<file path="src/core/putc_defines.svh">
// Command codes, field positions, reset values and timing constants of the config bank
`ifndef PUTC_DEFINES_SVH
`define PUTC_DEFINES_SVH

// Command codes on the management bus
`define PUTC_CMD_UNUSED_PINS 8'hC5
`define PUTC_CMD_REMOTE_LEVEL 8'hC6
`define PUTC_CMD_KICK_LEAD 8'hC7
`define PUTC_CMD_FAST_OFF 8'hC8
`define PUTC_CMD_PGOOD_POL 8'hD0

// Transfer lengths in bytes
`define PUTC_LEN_NONE 2'h0
`define PUTC_LEN_BYTE 2'h1
`define PUTC_LEN_WORD 2'h2

// Unused-pin word layout
`define PUTC_PIN_CNT 8
`define PUTC_UTIL_LSB 0
`define PUTC_DIR_LSB 8

// Bit position of each auxiliary pin inside either byte half
`define PUTC_PIN_SECOND_FAULT 7
`define PUTC_PIN_TEST_MODE_SEL 6
`define PUTC_PIN_TEST_DATA_IN 5
`define PUTC_PIN_TEST_DATA_OUT 4
`define PUTC_PIN_PWM3_CHB 3
`define PUTC_PIN_PWM3_CHA 2
`define PUTC_PIN_PWM2_CHB 1
`define PUTC_PIN_EXT_ADC_TRIG 0

// Reset values
`define PUTC_RST_UNUSED_PINS 16'h0000
`define PUTC_RST_REMOTE_LEVEL 8'h00
`define PUTC_RST_KICK_LEAD 8'h00
`define PUTC_RST_FAST_OFF 8'h00
`define PUTC_RST_PGOOD_POL 8'h00

// Power-good polarity: bit that selects active high
`define PUTC_PGOOD_HIGH_BIT 0

// Value returned for bytes past the end of a register
`define PUTC_RD_FILL 8'hFF

// Default 7-bit bus address
`define PUTC_BUS_ADDR 7'h2A

// Kickstart lead time
`define PUTC_CLK_PERIOD_NS 100
`define PUTC_KICK_BASE_NS 20000
`define PUTC_KICK_STEP_NS 450
`define PUTC_KICK_CYC_W 11

`endif

</file>
<file path="src/core/putc_pkg.sv">
// Types shared by the config bank
package putc_pkg;

	typedef enum logic [6:0] {
		ST_IDLE = 7'h01,
		ST_ADDR = 7'h02,
		ST_CMD = 7'h04,
		ST_WDATA = 7'h08,
		ST_RSTART = 7'h10,
		ST_RDATA = 7'h20,
		ST_IGNORE = 7'h40
	} putc_state_t;

endpackage : putc_pkg

</file>
<file path="src/core/putc_smb_phy.sv">
// Bit level engine of the management bus: start, stop, byte shift, ack and read drive
module putc_smb_phy (
	input wire logic clk,
	input wire logic rst_n,
	input wire logic scl_in,
	input wire logic sda_in,
	input wire logic ack_en,
	input wire logic tx_en,
	input wire logic [7:0] tx_byte,
	output logic start_p,
	output logic stop_p,
	output logic rx_valid,
	output logic [7:0] rx_byte,
	output logic ack_p,
	output logic acked,
	output logic sda_oe
);
	import putc_pkg::*;

	logic scl_q;
	logic sda_q;
	logic act_r;
	logic [3:0] cnt_r;
	logic scl_rise;
	logic scl_fall;
	logic start_det;
	logic stop_det;
	logic bit_rise;
	logic last_data;
	logic ack_slot;
	logic act_nxt;
	logic [3:0] cnt_nxt;
	logic [7:0] shf_nxt;
	logic tx_bit_low;
	logic oe_nxt;

	assign scl_rise = scl_in & ~scl_q;
	assign scl_fall = ~scl_in & scl_q;
	// Data may only move while SCL is low, so an SDA edge under a high SCL is framing
	assign start_det = scl_in & scl_q & sda_q & ~sda_in;
	assign stop_det = scl_in & scl_q & ~sda_q & sda_in;
	assign bit_rise = act_r & scl_rise;
	assign last_data = (cnt_r == 4'h7);
	assign ack_slot = (cnt_r == 4'h8);
	assign act_nxt = start_det ? 1'b1 : (stop_det ? 1'b0 : act_r);
	assign cnt_nxt = start_det ? 4'h0 : (bit_rise ? (ack_slot ? 4'h0 : cnt_r + 4'h1) : cnt_r);
	assign shf_nxt = (bit_rise & ~ack_slot) ? {rx_byte[6:0], sda_in} : rx_byte;
	assign tx_bit_low = tx_en & ~tx_byte[3'h7 - cnt_r[2:0]];
	// Drive changes only after a falling SCL; framing always releases the line
	assign oe_nxt = (start_det | stop_det) ? 1'b0 :
		((act_r & scl_fall) ? (ack_slot ? ack_en : tx_bit_low) : sda_oe);

	always_ff @(posedge clk or negedge rst_n) begin
		if (!rst_n) begin
			scl_q <= 1'b1;
			sda_q <= 1'b1;
			act_r <= 1'b0;
			cnt_r <= 4'h0;
			rx_byte <= 8'h00;
			sda_oe <= 1'b0;
			start_p <= 1'b0;
			stop_p <= 1'b0;
			rx_valid <= 1'b0;
			ack_p <= 1'b0;
			acked <= 1'b0;
		end else begin
			scl_q <= scl_in;
			sda_q <= sda_in;
			act_r <= act_nxt;
			cnt_r <= cnt_nxt;
			rx_byte <= shf_nxt;
			sda_oe <= oe_nxt;
			start_p <= start_det;
			stop_p <= stop_det;
			rx_valid <= bit_rise & last_data;
			ack_p <= bit_rise & ack_slot;
			acked <= bit_rise & ack_slot ? ~sda_in : acked;
		end
	end

endmodule : putc_smb_phy

</file>
<file path="src/core/putc_top.sv">
// Unused-pin and threshold configuration bank behind the management serial bus
//
// Function
// - Low byte: per-pin flag, 1 means unused
// - Unused flag overrides all other pin settings
// - High byte: unused pin input or drive low
// - Unused input pins grounded externally, else output
// - Both bytes share one fixed pin order
// - Byte register holds remote-control trip level
// - Kickstart lead 20us plus 450ns per code
// - Byte offset added to input-off shutdown level
// - Polarity byte: zero low, one high active
// - Pin config uses words, others use bytes
`include "putc_defines.svh"

module putc_top #(
	parameter logic [6:0] BUS_ADDR = `PUTC_BUS_ADDR
) (
	input wire logic CLK,
	input wire logic RSTN,
	input wire logic SCL_IN,
	input wire logic SDA_IN,
	output logic SDA_OUT,
	output logic SDA_OE,
	input wire logic [7:0] AUX_IN,
	input wire logic [7:0] FUNC_OUT,
	input wire logic [7:0] FUNC_OE,
	output logic [7:0] AUX_OUT,
	output logic [7:0] AUX_OE,
	output logic [7:0] FUNC_IN,
	output logic [7:0] PIN_UNUSED,
	output logic [7:0] REMOTE_LEVEL,
	output logic [7:0] KICK_LEAD_CODE,
	output logic [`PUTC_KICK_CYC_W-1:0] KICK_LEAD_CYC,
	output logic [7:0] FAST_OFF_OFFSET,
	input wire logic PGOOD_STATE,
	output logic PGOOD_PIN
);
	import putc_pkg::*;

	putc_state_t state_r;
	putc_state_t state_nxt;
	logic ack_en_r;
	logic ack_en_nxt;
	logic tx_en_r;
	logic tx_en_nxt;
	logic [7:0] tx_byte_r;
	logic [7:0] tx_byte_nxt;
	logic [7:0] cmd_r;
	logic [7:0] cmd_nxt;
	logic [1:0] wr_cnt_r;
	logic [1:0] wr_cnt_nxt;
	logic [1:0] rd_idx_r;
	logic [1:0] rd_idx_nxt;
	logic [7:0] wb0_r;
	logic [7:0] wb0_nxt;
	logic [7:0] wb1_r;
	logic [7:0] wb1_nxt;
	logic rd_ok_r;
	logic rd_ok_nxt;

	logic [15:0] pins_r;
	logic [15:0] pins_nxt;
	logic [7:0] rlev_r;
	logic [7:0] rlev_nxt;
	logic [7:0] kick_r;
	logic [7:0] kick_nxt;
	logic [7:0] foff_r;
	logic [7:0] foff_nxt;
	logic [7:0] pgpol_r;
	logic [7:0] pgpol_nxt;

	logic start_p;
	logic stop_p;
	logic rx_valid;
	logic [7:0] rx_byte;
	logic ack_p;
	logic acked;
	logic phy_oe;

	logic addr_hit;
	logic rd_dir;
	logic [1:0] rx_len;
	logic [1:0] cur_len;
	logic [1:0] rd_idx_inc;
	logic commit;
	logic [7:0] util;
	logic [7:0] dir;
	logic [7:0] aux_out_nxt;
	logic [7:0] aux_oe_nxt;
	logic [7:0] func_in_nxt;
	logic [`PUTC_KICK_CYC_W-1:0] kick_cyc_nxt;
	logic pgood_nxt;

	// Transfer length of each command; zero marks a command this bank does not own
	function automatic logic [1:0] cmd_len(input logic [7:0] cmd);
		case (cmd)
			`PUTC_CMD_UNUSED_PINS: cmd_len = `PUTC_LEN_WORD;
			`PUTC_CMD_REMOTE_LEVEL,
			`PUTC_CMD_KICK_LEAD,
			`PUTC_CMD_FAST_OFF,
			`PUTC_CMD_PGOOD_POL: cmd_len = `PUTC_LEN_BYTE;
			default: cmd_len = `PUTC_LEN_NONE;
		endcase
	endfunction : cmd_len

	// Read data, low byte first; bytes past the register length read as fill
	function automatic logic [7:0] rd_byte(input logic [7:0] cmd, input logic [1:0] idx);
		logic [7:0] val;
		val = `PUTC_RD_FILL;
		if (idx < cmd_len(cmd)) begin
			case (cmd)
				`PUTC_CMD_UNUSED_PINS: val = (idx == 2'h0) ? pins_r[7:0] : pins_r[15:8];
				`PUTC_CMD_REMOTE_LEVEL: val = rlev_r;
				`PUTC_CMD_KICK_LEAD: val = kick_r;
				`PUTC_CMD_FAST_OFF: val = foff_r;
				`PUTC_CMD_PGOOD_POL: val = pgpol_r;
				default: val = `PUTC_RD_FILL;
			endcase
		end
		rd_byte = val;
	endfunction : rd_byte

	putc_smb_phy u_phy (
		.clk(CLK),
		.rst_n(RSTN),
		.scl_in(SCL_IN),
		.sda_in(SDA_IN),
		.ack_en(ack_en_r),
		.tx_en(tx_en_r),
		.tx_byte(tx_byte_r),
		.start_p(start_p),
		.stop_p(stop_p),
		.rx_valid(rx_valid),
		.rx_byte(rx_byte),
		.ack_p(ack_p),
		.acked(acked),
		.sda_oe(phy_oe)
	);

	assign SDA_OE = phy_oe;
	assign addr_hit = (rx_byte[7:1] == BUS_ADDR);
	assign rd_dir = rx_byte[0];
	assign rx_len = cmd_len(rx_byte);
	assign cur_len = cmd_len(cmd_r);
	assign rd_idx_inc = (rd_idx_r == 2'h3) ? rd_idx_r : rd_idx_r + 2'h1;

	// Transaction sequencer
	always_comb begin
		state_nxt = state_r;
		ack_en_nxt = ack_en_r;
		tx_en_nxt = tx_en_r;
		tx_byte_nxt = tx_byte_r;
		cmd_nxt = cmd_r;
		wr_cnt_nxt = wr_cnt_r;
		rd_idx_nxt = rd_idx_r;
		wb0_nxt = wb0_r;
		wb1_nxt = wb1_r;
		rd_ok_nxt = rd_ok_r;
		if (start_p) begin
			state_nxt = ST_ADDR;
			ack_en_nxt = 1'b0;
			tx_en_nxt = 1'b0;
			// A read is only legal after a command byte with no data behind it
			rd_ok_nxt = (state_r == ST_WDATA) && (wr_cnt_r == 2'h0);
		end else if (stop_p) begin
			state_nxt = ST_IDLE;
			ack_en_nxt = 1'b0;
			tx_en_nxt = 1'b0;
			rd_ok_nxt = 1'b0;
		end else if (ack_p) begin
			ack_en_nxt = 1'b0;
			case (state_r)
				ST_RSTART: begin
					state_nxt = ST_RDATA;
				end
				ST_RDATA: begin
					if (acked) begin
						rd_idx_nxt = rd_idx_inc;
						tx_byte_nxt = rd_byte(cmd_r, rd_idx_inc);
					end else begin
						tx_en_nxt = 1'b0;
						state_nxt = ST_IGNORE;
					end
				end
				default: begin
				end
			endcase
		end else if (rx_valid) begin
			case (state_r)
				ST_ADDR: begin
					if (!addr_hit) begin
						state_nxt = ST_IGNORE;
					end else if (!rd_dir) begin
						state_nxt = ST_CMD;
						ack_en_nxt = 1'b1;
					end else if (rd_ok_r) begin
						state_nxt = ST_RSTART;
						ack_en_nxt = 1'b1;
						tx_en_nxt = 1'b1;
						rd_idx_nxt = 2'h0;
						tx_byte_nxt = rd_byte(cmd_r, 2'h0);
					end else begin
						state_nxt = ST_IGNORE;
					end
				end
				ST_CMD: begin
					if (rx_len != `PUTC_LEN_NONE) begin
						cmd_nxt = rx_byte;
						wr_cnt_nxt = 2'h0;
						ack_en_nxt = 1'b1;
						state_nxt = ST_WDATA;
					end else begin
						state_nxt = ST_IGNORE;
					end
				end
				ST_WDATA: begin
					// Surplus bytes are refused so a malformed write never commits
					if (wr_cnt_r < cur_len) begin
						if (wr_cnt_r == 2'h0) begin
							wb0_nxt = rx_byte;
						end else begin
							wb1_nxt = rx_byte;
						end
						wr_cnt_nxt = wr_cnt_r + 2'h1;
						ack_en_nxt = 1'b1;
					end else begin
						state_nxt = ST_IGNORE;
					end
				end
				default: begin
				end
			endcase
		end
	end

	// Writes take effect only at a stop with exactly the right byte count
	assign commit = stop_p && (state_r == ST_WDATA) && (wr_cnt_r == cur_len)
		&& (cur_len != `PUTC_LEN_NONE);
	assign pins_nxt = (commit && cmd_r == `PUTC_CMD_UNUSED_PINS) ? {wb1_r, wb0_r} : pins_r;
	assign rlev_nxt = (commit && cmd_r == `PUTC_CMD_REMOTE_LEVEL) ? wb0_r : rlev_r;
	assign kick_nxt = (commit && cmd_r == `PUTC_CMD_KICK_LEAD) ? wb0_r : kick_r;
	assign foff_nxt = (commit && cmd_r == `PUTC_CMD_FAST_OFF) ? wb0_r : foff_r;
	assign pgpol_nxt = (commit && cmd_r == `PUTC_CMD_PGOOD_POL) ? wb0_r : pgpol_r;

	assign util = pins_r[`PUTC_UTIL_LSB +: `PUTC_PIN_CNT];
	assign dir = pins_r[`PUTC_DIR_LSB +: `PUTC_PIN_CNT];

	// Same bit index in both halves names the same pin
	genvar gi;
	generate
		for (gi = 0; gi < `PUTC_PIN_CNT; gi = gi + 1) begin : g_pin
			// Unused pin never passes its function through, whatever else asks
			assign aux_oe_nxt[gi] = util[gi] ? dir[gi] : FUNC_OE[gi];
			// An unused output only ever pulls low; an unused input floats to board ground
			assign aux_out_nxt[gi] = util[gi] ? 1'b0 : FUNC_OUT[gi];
			assign func_in_nxt[gi] = util[gi] ? 1'b0 : AUX_IN[gi];
		end
	endgenerate

	// Lead time in clock cycles, rounded down
	assign kick_cyc_nxt = `PUTC_KICK_CYC_W'((32'(kick_r) * `PUTC_KICK_STEP_NS
		+ `PUTC_KICK_BASE_NS) / `PUTC_CLK_PERIOD_NS);
	// Any code with bit 0 clear leaves the output active low; bit 0 set makes it active high
	assign pgood_nxt = pgpol_r[`PUTC_PGOOD_HIGH_BIT] ? PGOOD_STATE : ~PGOOD_STATE;

	always_ff @(posedge CLK or negedge RSTN) begin
		if (!RSTN) begin
			state_r <= ST_IDLE;
			ack_en_r <= 1'b0;
			tx_en_r <= 1'b0;
			tx_byte_r <= 8'h00;
			cmd_r <= 8'h00;
			wr_cnt_r <= 2'h0;
			rd_idx_r <= 2'h0;
			wb0_r <= 8'h00;
			wb1_r <= 8'h00;
			rd_ok_r <= 1'b0;
		end else begin
			state_r <= state_nxt;
			ack_en_r <= ack_en_nxt;
			tx_en_r <= tx_en_nxt;
			tx_byte_r <= tx_byte_nxt;
			cmd_r <= cmd_nxt;
			wr_cnt_r <= wr_cnt_nxt;
			rd_idx_r <= rd_idx_nxt;
			wb0_r <= wb0_nxt;
			wb1_r <= wb1_nxt;
			rd_ok_r <= rd_ok_nxt;
		end
	end

	// Stored configuration
	always_ff @(posedge CLK or negedge RSTN) begin
		if (!RSTN) begin
			pins_r <= `PUTC_RST_UNUSED_PINS;
			rlev_r <= `PUTC_RST_REMOTE_LEVEL;
			kick_r <= `PUTC_RST_KICK_LEAD;
			foff_r <= `PUTC_RST_FAST_OFF;
			pgpol_r <= `PUTC_RST_PGOOD_POL;
		end else begin
			pins_r <= pins_nxt;
			rlev_r <= rlev_nxt;
			kick_r <= kick_nxt;
			foff_r <= foff_nxt;
			pgpol_r <= pgpol_nxt;
		end
	end

	// Registered outputs
	always_ff @(posedge CLK or negedge RSTN) begin
		if (!RSTN) begin
			SDA_OUT <= 1'b0;
			AUX_OUT <= 8'h00;
			AUX_OE <= 8'h00;
			FUNC_IN <= 8'h00;
			PIN_UNUSED <= 8'h00;
			REMOTE_LEVEL <= 8'h00;
			KICK_LEAD_CODE <= 8'h00;
			KICK_LEAD_CYC <= `PUTC_KICK_CYC_W'(0);
			FAST_OFF_OFFSET <= 8'h00;
			PGOOD_PIN <= 1'b0;
		end else begin
			SDA_OUT <= 1'b0;
			AUX_OUT <= aux_out_nxt;
			AUX_OE <= aux_oe_nxt;
			FUNC_IN <= func_in_nxt;
			PIN_UNUSED <= util;
			REMOTE_LEVEL <= rlev_r;
			KICK_LEAD_CODE <= kick_r;
			KICK_LEAD_CYC <= kick_cyc_nxt;
			FAST_OFF_OFFSET <= foff_r;
			PGOOD_PIN <= pgood_nxt;
		end
	end

endmodule : putc_top

</file>
<file path="config.mk">
export PLATFORM = sky130hd
export DESIGN_NAME = putc_top
export DESIGN_NICKNAME = d
export VERILOG_FILES = /design/src/core/putc_pkg.sv /design/src/core/putc_smb_phy.sv /design/src/core/putc_top.sv
export VERILOG_INCLUDE_DIRS = /design/src /design/src/core
export SDC_FILE = /design/constraint.sdc
export NUM_CORES = 1
export LEC_CHECK = 0
export BUFFER_PORTS_ARGS = -buffer_cell sky130_fd_sc_hd__buf_2
export CORE_MARGIN = 3
export CORE_UTILIZATION = 25
export DETAILED_ROUTE_END_ITERATION = 8
export PLACE_DENSITY = 0.5
export SYNTH_ARGS = -nofsm -noshare
export SYNTH_HDL_FRONTEND = slang
export SYNTH_SLANG_ARGS = --single-unit
</file>
<file path="constraint.sdc">
create_clock -name CLK -period 16.9 [get_ports CLK]
set_input_delay 1.69 -clock CLK [delete_from_list [all_inputs] [get_ports CLK]]
set_output_delay 1.69 -clock CLK [all_outputs]
set_load 0.01 [all_outputs]
</file>
==> results_dict.tcl <==
set metrics [dict create \
    seqPwrFrac_pct 51.1 \
    diodes 0 \
    p_sw_share_pct 28.3 \
    synthXorXnorAreaFrac_pct 3.97 \
    hold_buffers 0 \
    hold_path.class "flop to flop" \
    cp_max_fo 21 \
    synth_top_area_share_pct 32.7 \
    start_util_pct 25.4 \
    worstPathArrival_ps 15990 \
    power.total_uw 965 \
    synthMuxAreaShare_pct 11.0 \
    path_clk_slew_ps 80 \
    final_layout_size_suffix_gt1_share_pct 21.1 \
    p_comb_share_pct 6.1 \
    period_share_pct 92.8 \
    root_buffer "clkbuf_16" \
    cp_slowest_cell "o21ai_2" \
    coreArea_mm2 0.0542 \
    synth_top_area_cell "dfrtp_1" \
    grt_overflow 0 \
    syn_nets 1576 \
    mostFrequentLayoutCells "dfrtp_1 (180), nand2_1 (148), nor2_1 (103)" \
    power_leakage_uw 0.00686 \
    drtIter0Drc 1017 \
    yosys.area_share.simple_pct 22.1 \
    synthArstFlopShare_pct 100 \
    vdd_drop_max_mv 0.0596 \
    cts_tree "built" \
    finalSetupViolCount 0 \
    clk_latency_ps 450 \
    finish.utilization_pct 28.8 \
    drc 0 \
    avgViaCountPerCell 5.38 \
    synth_top_family_by_area "simple AND/OR/NAND/NOR gates" \
    min_period_ps 15680 \
    num_rows 85 \
    end_kind "flop" \
    clock_path_buffers 2 \
    multi_input_area_mm2 0.00878 \
    p_per_area_mw_per_mm2 61.8 \
    rsz0062_at_grt "false" \
    gp_congestion 0.910 \
    r2r_start "kick_r[2]$_DFFE_PN0P_" \
    switchingPower_uw 273 \
    grt_pass1_wl_mm 67.6 \
    min_path_cells 0 \
    min_to "FAST_OFF_OFFSET[3]$_DFF_PN0_" \
    ys_top_cells_by_area "dfrtp_1 (33%), mux2_2 (8.2%), ha_1 (4.4%)" \
    cts_buffers 17 \
    clkSinkCount 183 \
    tightestPinTransition_ps 1050 \
    track_usage_pct 14.5 \
    synth_warnings 0 \
    report.final.hold_viol_count 0 \
    power.internal_uw 692 \
    start_kind "flop" \
    routed-via-count 12200 \
    grt_pass1_vias 11800 \
    ys_types 122 \
    synth_fa_ha_area_share_pct 5.61 \
    htree_num_levels 4 \
    synthesis.area_mm2 0.0138 \
    path_class "flop to flop" \
    ys_ff_latch 183 \
    nFillCells 5682 \
    crit_path_max_incr_delay_ps 840 \
    cp.required_ps 17210 \
    maxClockFrequency_ghz 0.0638 \
    dieArea_mm2 0.0580 \
    syn2layout_area_growth_pct 13.3 \
    hpwlAfterDp_mm 32.6 \
    reg2reg_slack_ps 1220 \
    routed_wl_mm 42.6 \
    ios 99 \
    postRouteAntennaNets 0 \
    register_area_mm2 0.00458 \
    nNetsFinal 1645 \
    layout_commonest_cell "dfrtp_1" \
    syn_avg_cell_area_um2 9.25 \
    die_w_um 241 \
    syn_inst 1490 \
    yosysSeqAreaShare_pct 33.2 \
    fin_setup_tns_ps 0 \
    skew_ps 26.4 \
    worstHoldStart "foff_r[3]$_DFFE_PN0P_" \
    r2r_cells 44 \
    pwr-share-clk_pct 42.8 \
    die_height_um 241 \
    wl_per_cell_um 18.8 \
    io_buffers 97 \
    post_cts_buffers 0 \
    synth_enable_flop_cells 0 \
    max_slew_margin_pct 28.2 \
    ys_dominant_reg_cell "dfrtp_1" \
    antenna_found_initial 1 \
    synth_compound_area_share_pct 20.9 \
    drv_cap 0 \
    status "finished clean" \
    grt_max_degree 121 \
    r2r_end "KICK_LEAD_CYC[0]$_DFF_PN0_" \
    drv_slew 0 \
    drtPass1Iterations 5 \
]
worst max-delay path: cells and delay by family (launching register included):
kind / cells / cell delay (ps)
buf+inv: 6 / 1460
simple gates: 10 / 2770
compound gates: 19 / 6980
xor+xnor: 2 / 970
fa+ha+maj: 5 / 2100
flops: 1 / 580
mux: 2 / 690
area by class of cell:
class                   instances  share of cell area, %
clock buffers                  17                   2.72
flip-flops and latches        183                   29.4
multi-input cells            1202                   56.2
well taps                     696                   5.58
inverters                      47                   1.13
clock inverters                15                   1.30
repair buffers                108                   3.69
layer usage:
layer  track usage, %  part of all wire, %  vias up
met3             1.87                  4.6       39
li1                 -                    -     5791
met1             20.9                   47     6009
met4             2.77                  1.2        2
met2             23.6                   47      352
met5                0                0.026        -
kinds of logic after synthesis:
| group | after synthesis |
|---|---|
| compound gates | 373 |
| buf+inv | 105 |
| simple gates | 576 |
| other cells | 1 |
| mux | 135 |
| fa+ha+maj | 57 |
| flops | 183 |
| xor+xnor | 60 |
what timing repair did:
| item | in CTS | in global routing |
|---|---|---|
| hold endpoints to repair | 0 | 0 |
| endpoints found under the setup margin | 0 | 1 |
| resized for setup | 0 | 2 |
Yosys cell counts (all sizes together), types with 30 or more instances:
library cell,instances
dfrtp,180
nand2,150
mux2,103
nor2,103
o21ai,74
nor3,56
nand3,55
a21oi,53
ha,49
inv,46
xnor2,42
clkbuf,40
mux2i,30
worst max path at each step:
stage | from | endpoint
6_report | kick_r[2]$_DFFE_PN0P_ | KICK_LEAD_CYC[0]$_DFF_PN0_
3_5_place_dp | kick_r[2]$_DFFE_PN0P_ | KICK_LEAD_CYC[0]$_DFF_PN0_
5_1_grt | kick_r[2]$_DFFE_PN0P_ | KICK_LEAD_CYC[0]$_DFF_PN0_
4_1_cts | kick_r[2]$_DFFE_PN0P_ | KICK_LEAD_CYC[0]$_DFF_PN0_
3_3_place_gp | kick_r[2]$_DFFE_PN0P_ | KICK_LEAD_CYC[0]$_DFF_PN0_
2_1_floorplan | kick_r[2]$_DFFE_PN0P_ | KICK_LEAD_CYC[0]$_DFF_PN0_
metrics by stage:
step                hold WS, ps  area [um2]  cells  setup slack, ps
CTS                         408       15600   2268              910
floorplan                   367       13800   1490             4780
global placement            395       15000   2236             1350
detailed placement          396       15000   2236              959
finish                      404       15600   2268             1220
global route                418       15600   2268              159
power groups by stage:
| stage | clock [uW] | combinational [uW] | sequential, uW |
|---|---|---|---|
| detailed placement | 0 | 60.7 | 503 |
| CTS | 425 | 60.9 | 494 |
| global route | 443 | 67.1 | 497 |
| global placement | 0 | 59.2 | 501 |
| floorplan | 0 | 37.7 | 486 |
| finish | 413 | 59.1 | 493 |
registers in the layout, indices dropped and copies added, names as in the netlist, 2 cells and up:
name             flops
AUX_OUT              8
AUX_OE               8
FUNC_IN              8
wb1_r                8
u_phy.rx_byte        8
foff_r               8
pins_r              16
rd_idx_r             2
tx_byte_r            8
wr_cnt_r             2
FAST_OFF_OFFSET      8
u_phy.cnt_r          4
wb0_r                8
pgpol_r              8
PIN_UNUSED           8
KICK_LEAD_CODE       8
KICK_LEAD_CYC       11
state_r              7
kick_r               8
rlev_r               8
REMOTE_LEVEL         8
cmd_r                8
Power figures use the tool's default switching activity.
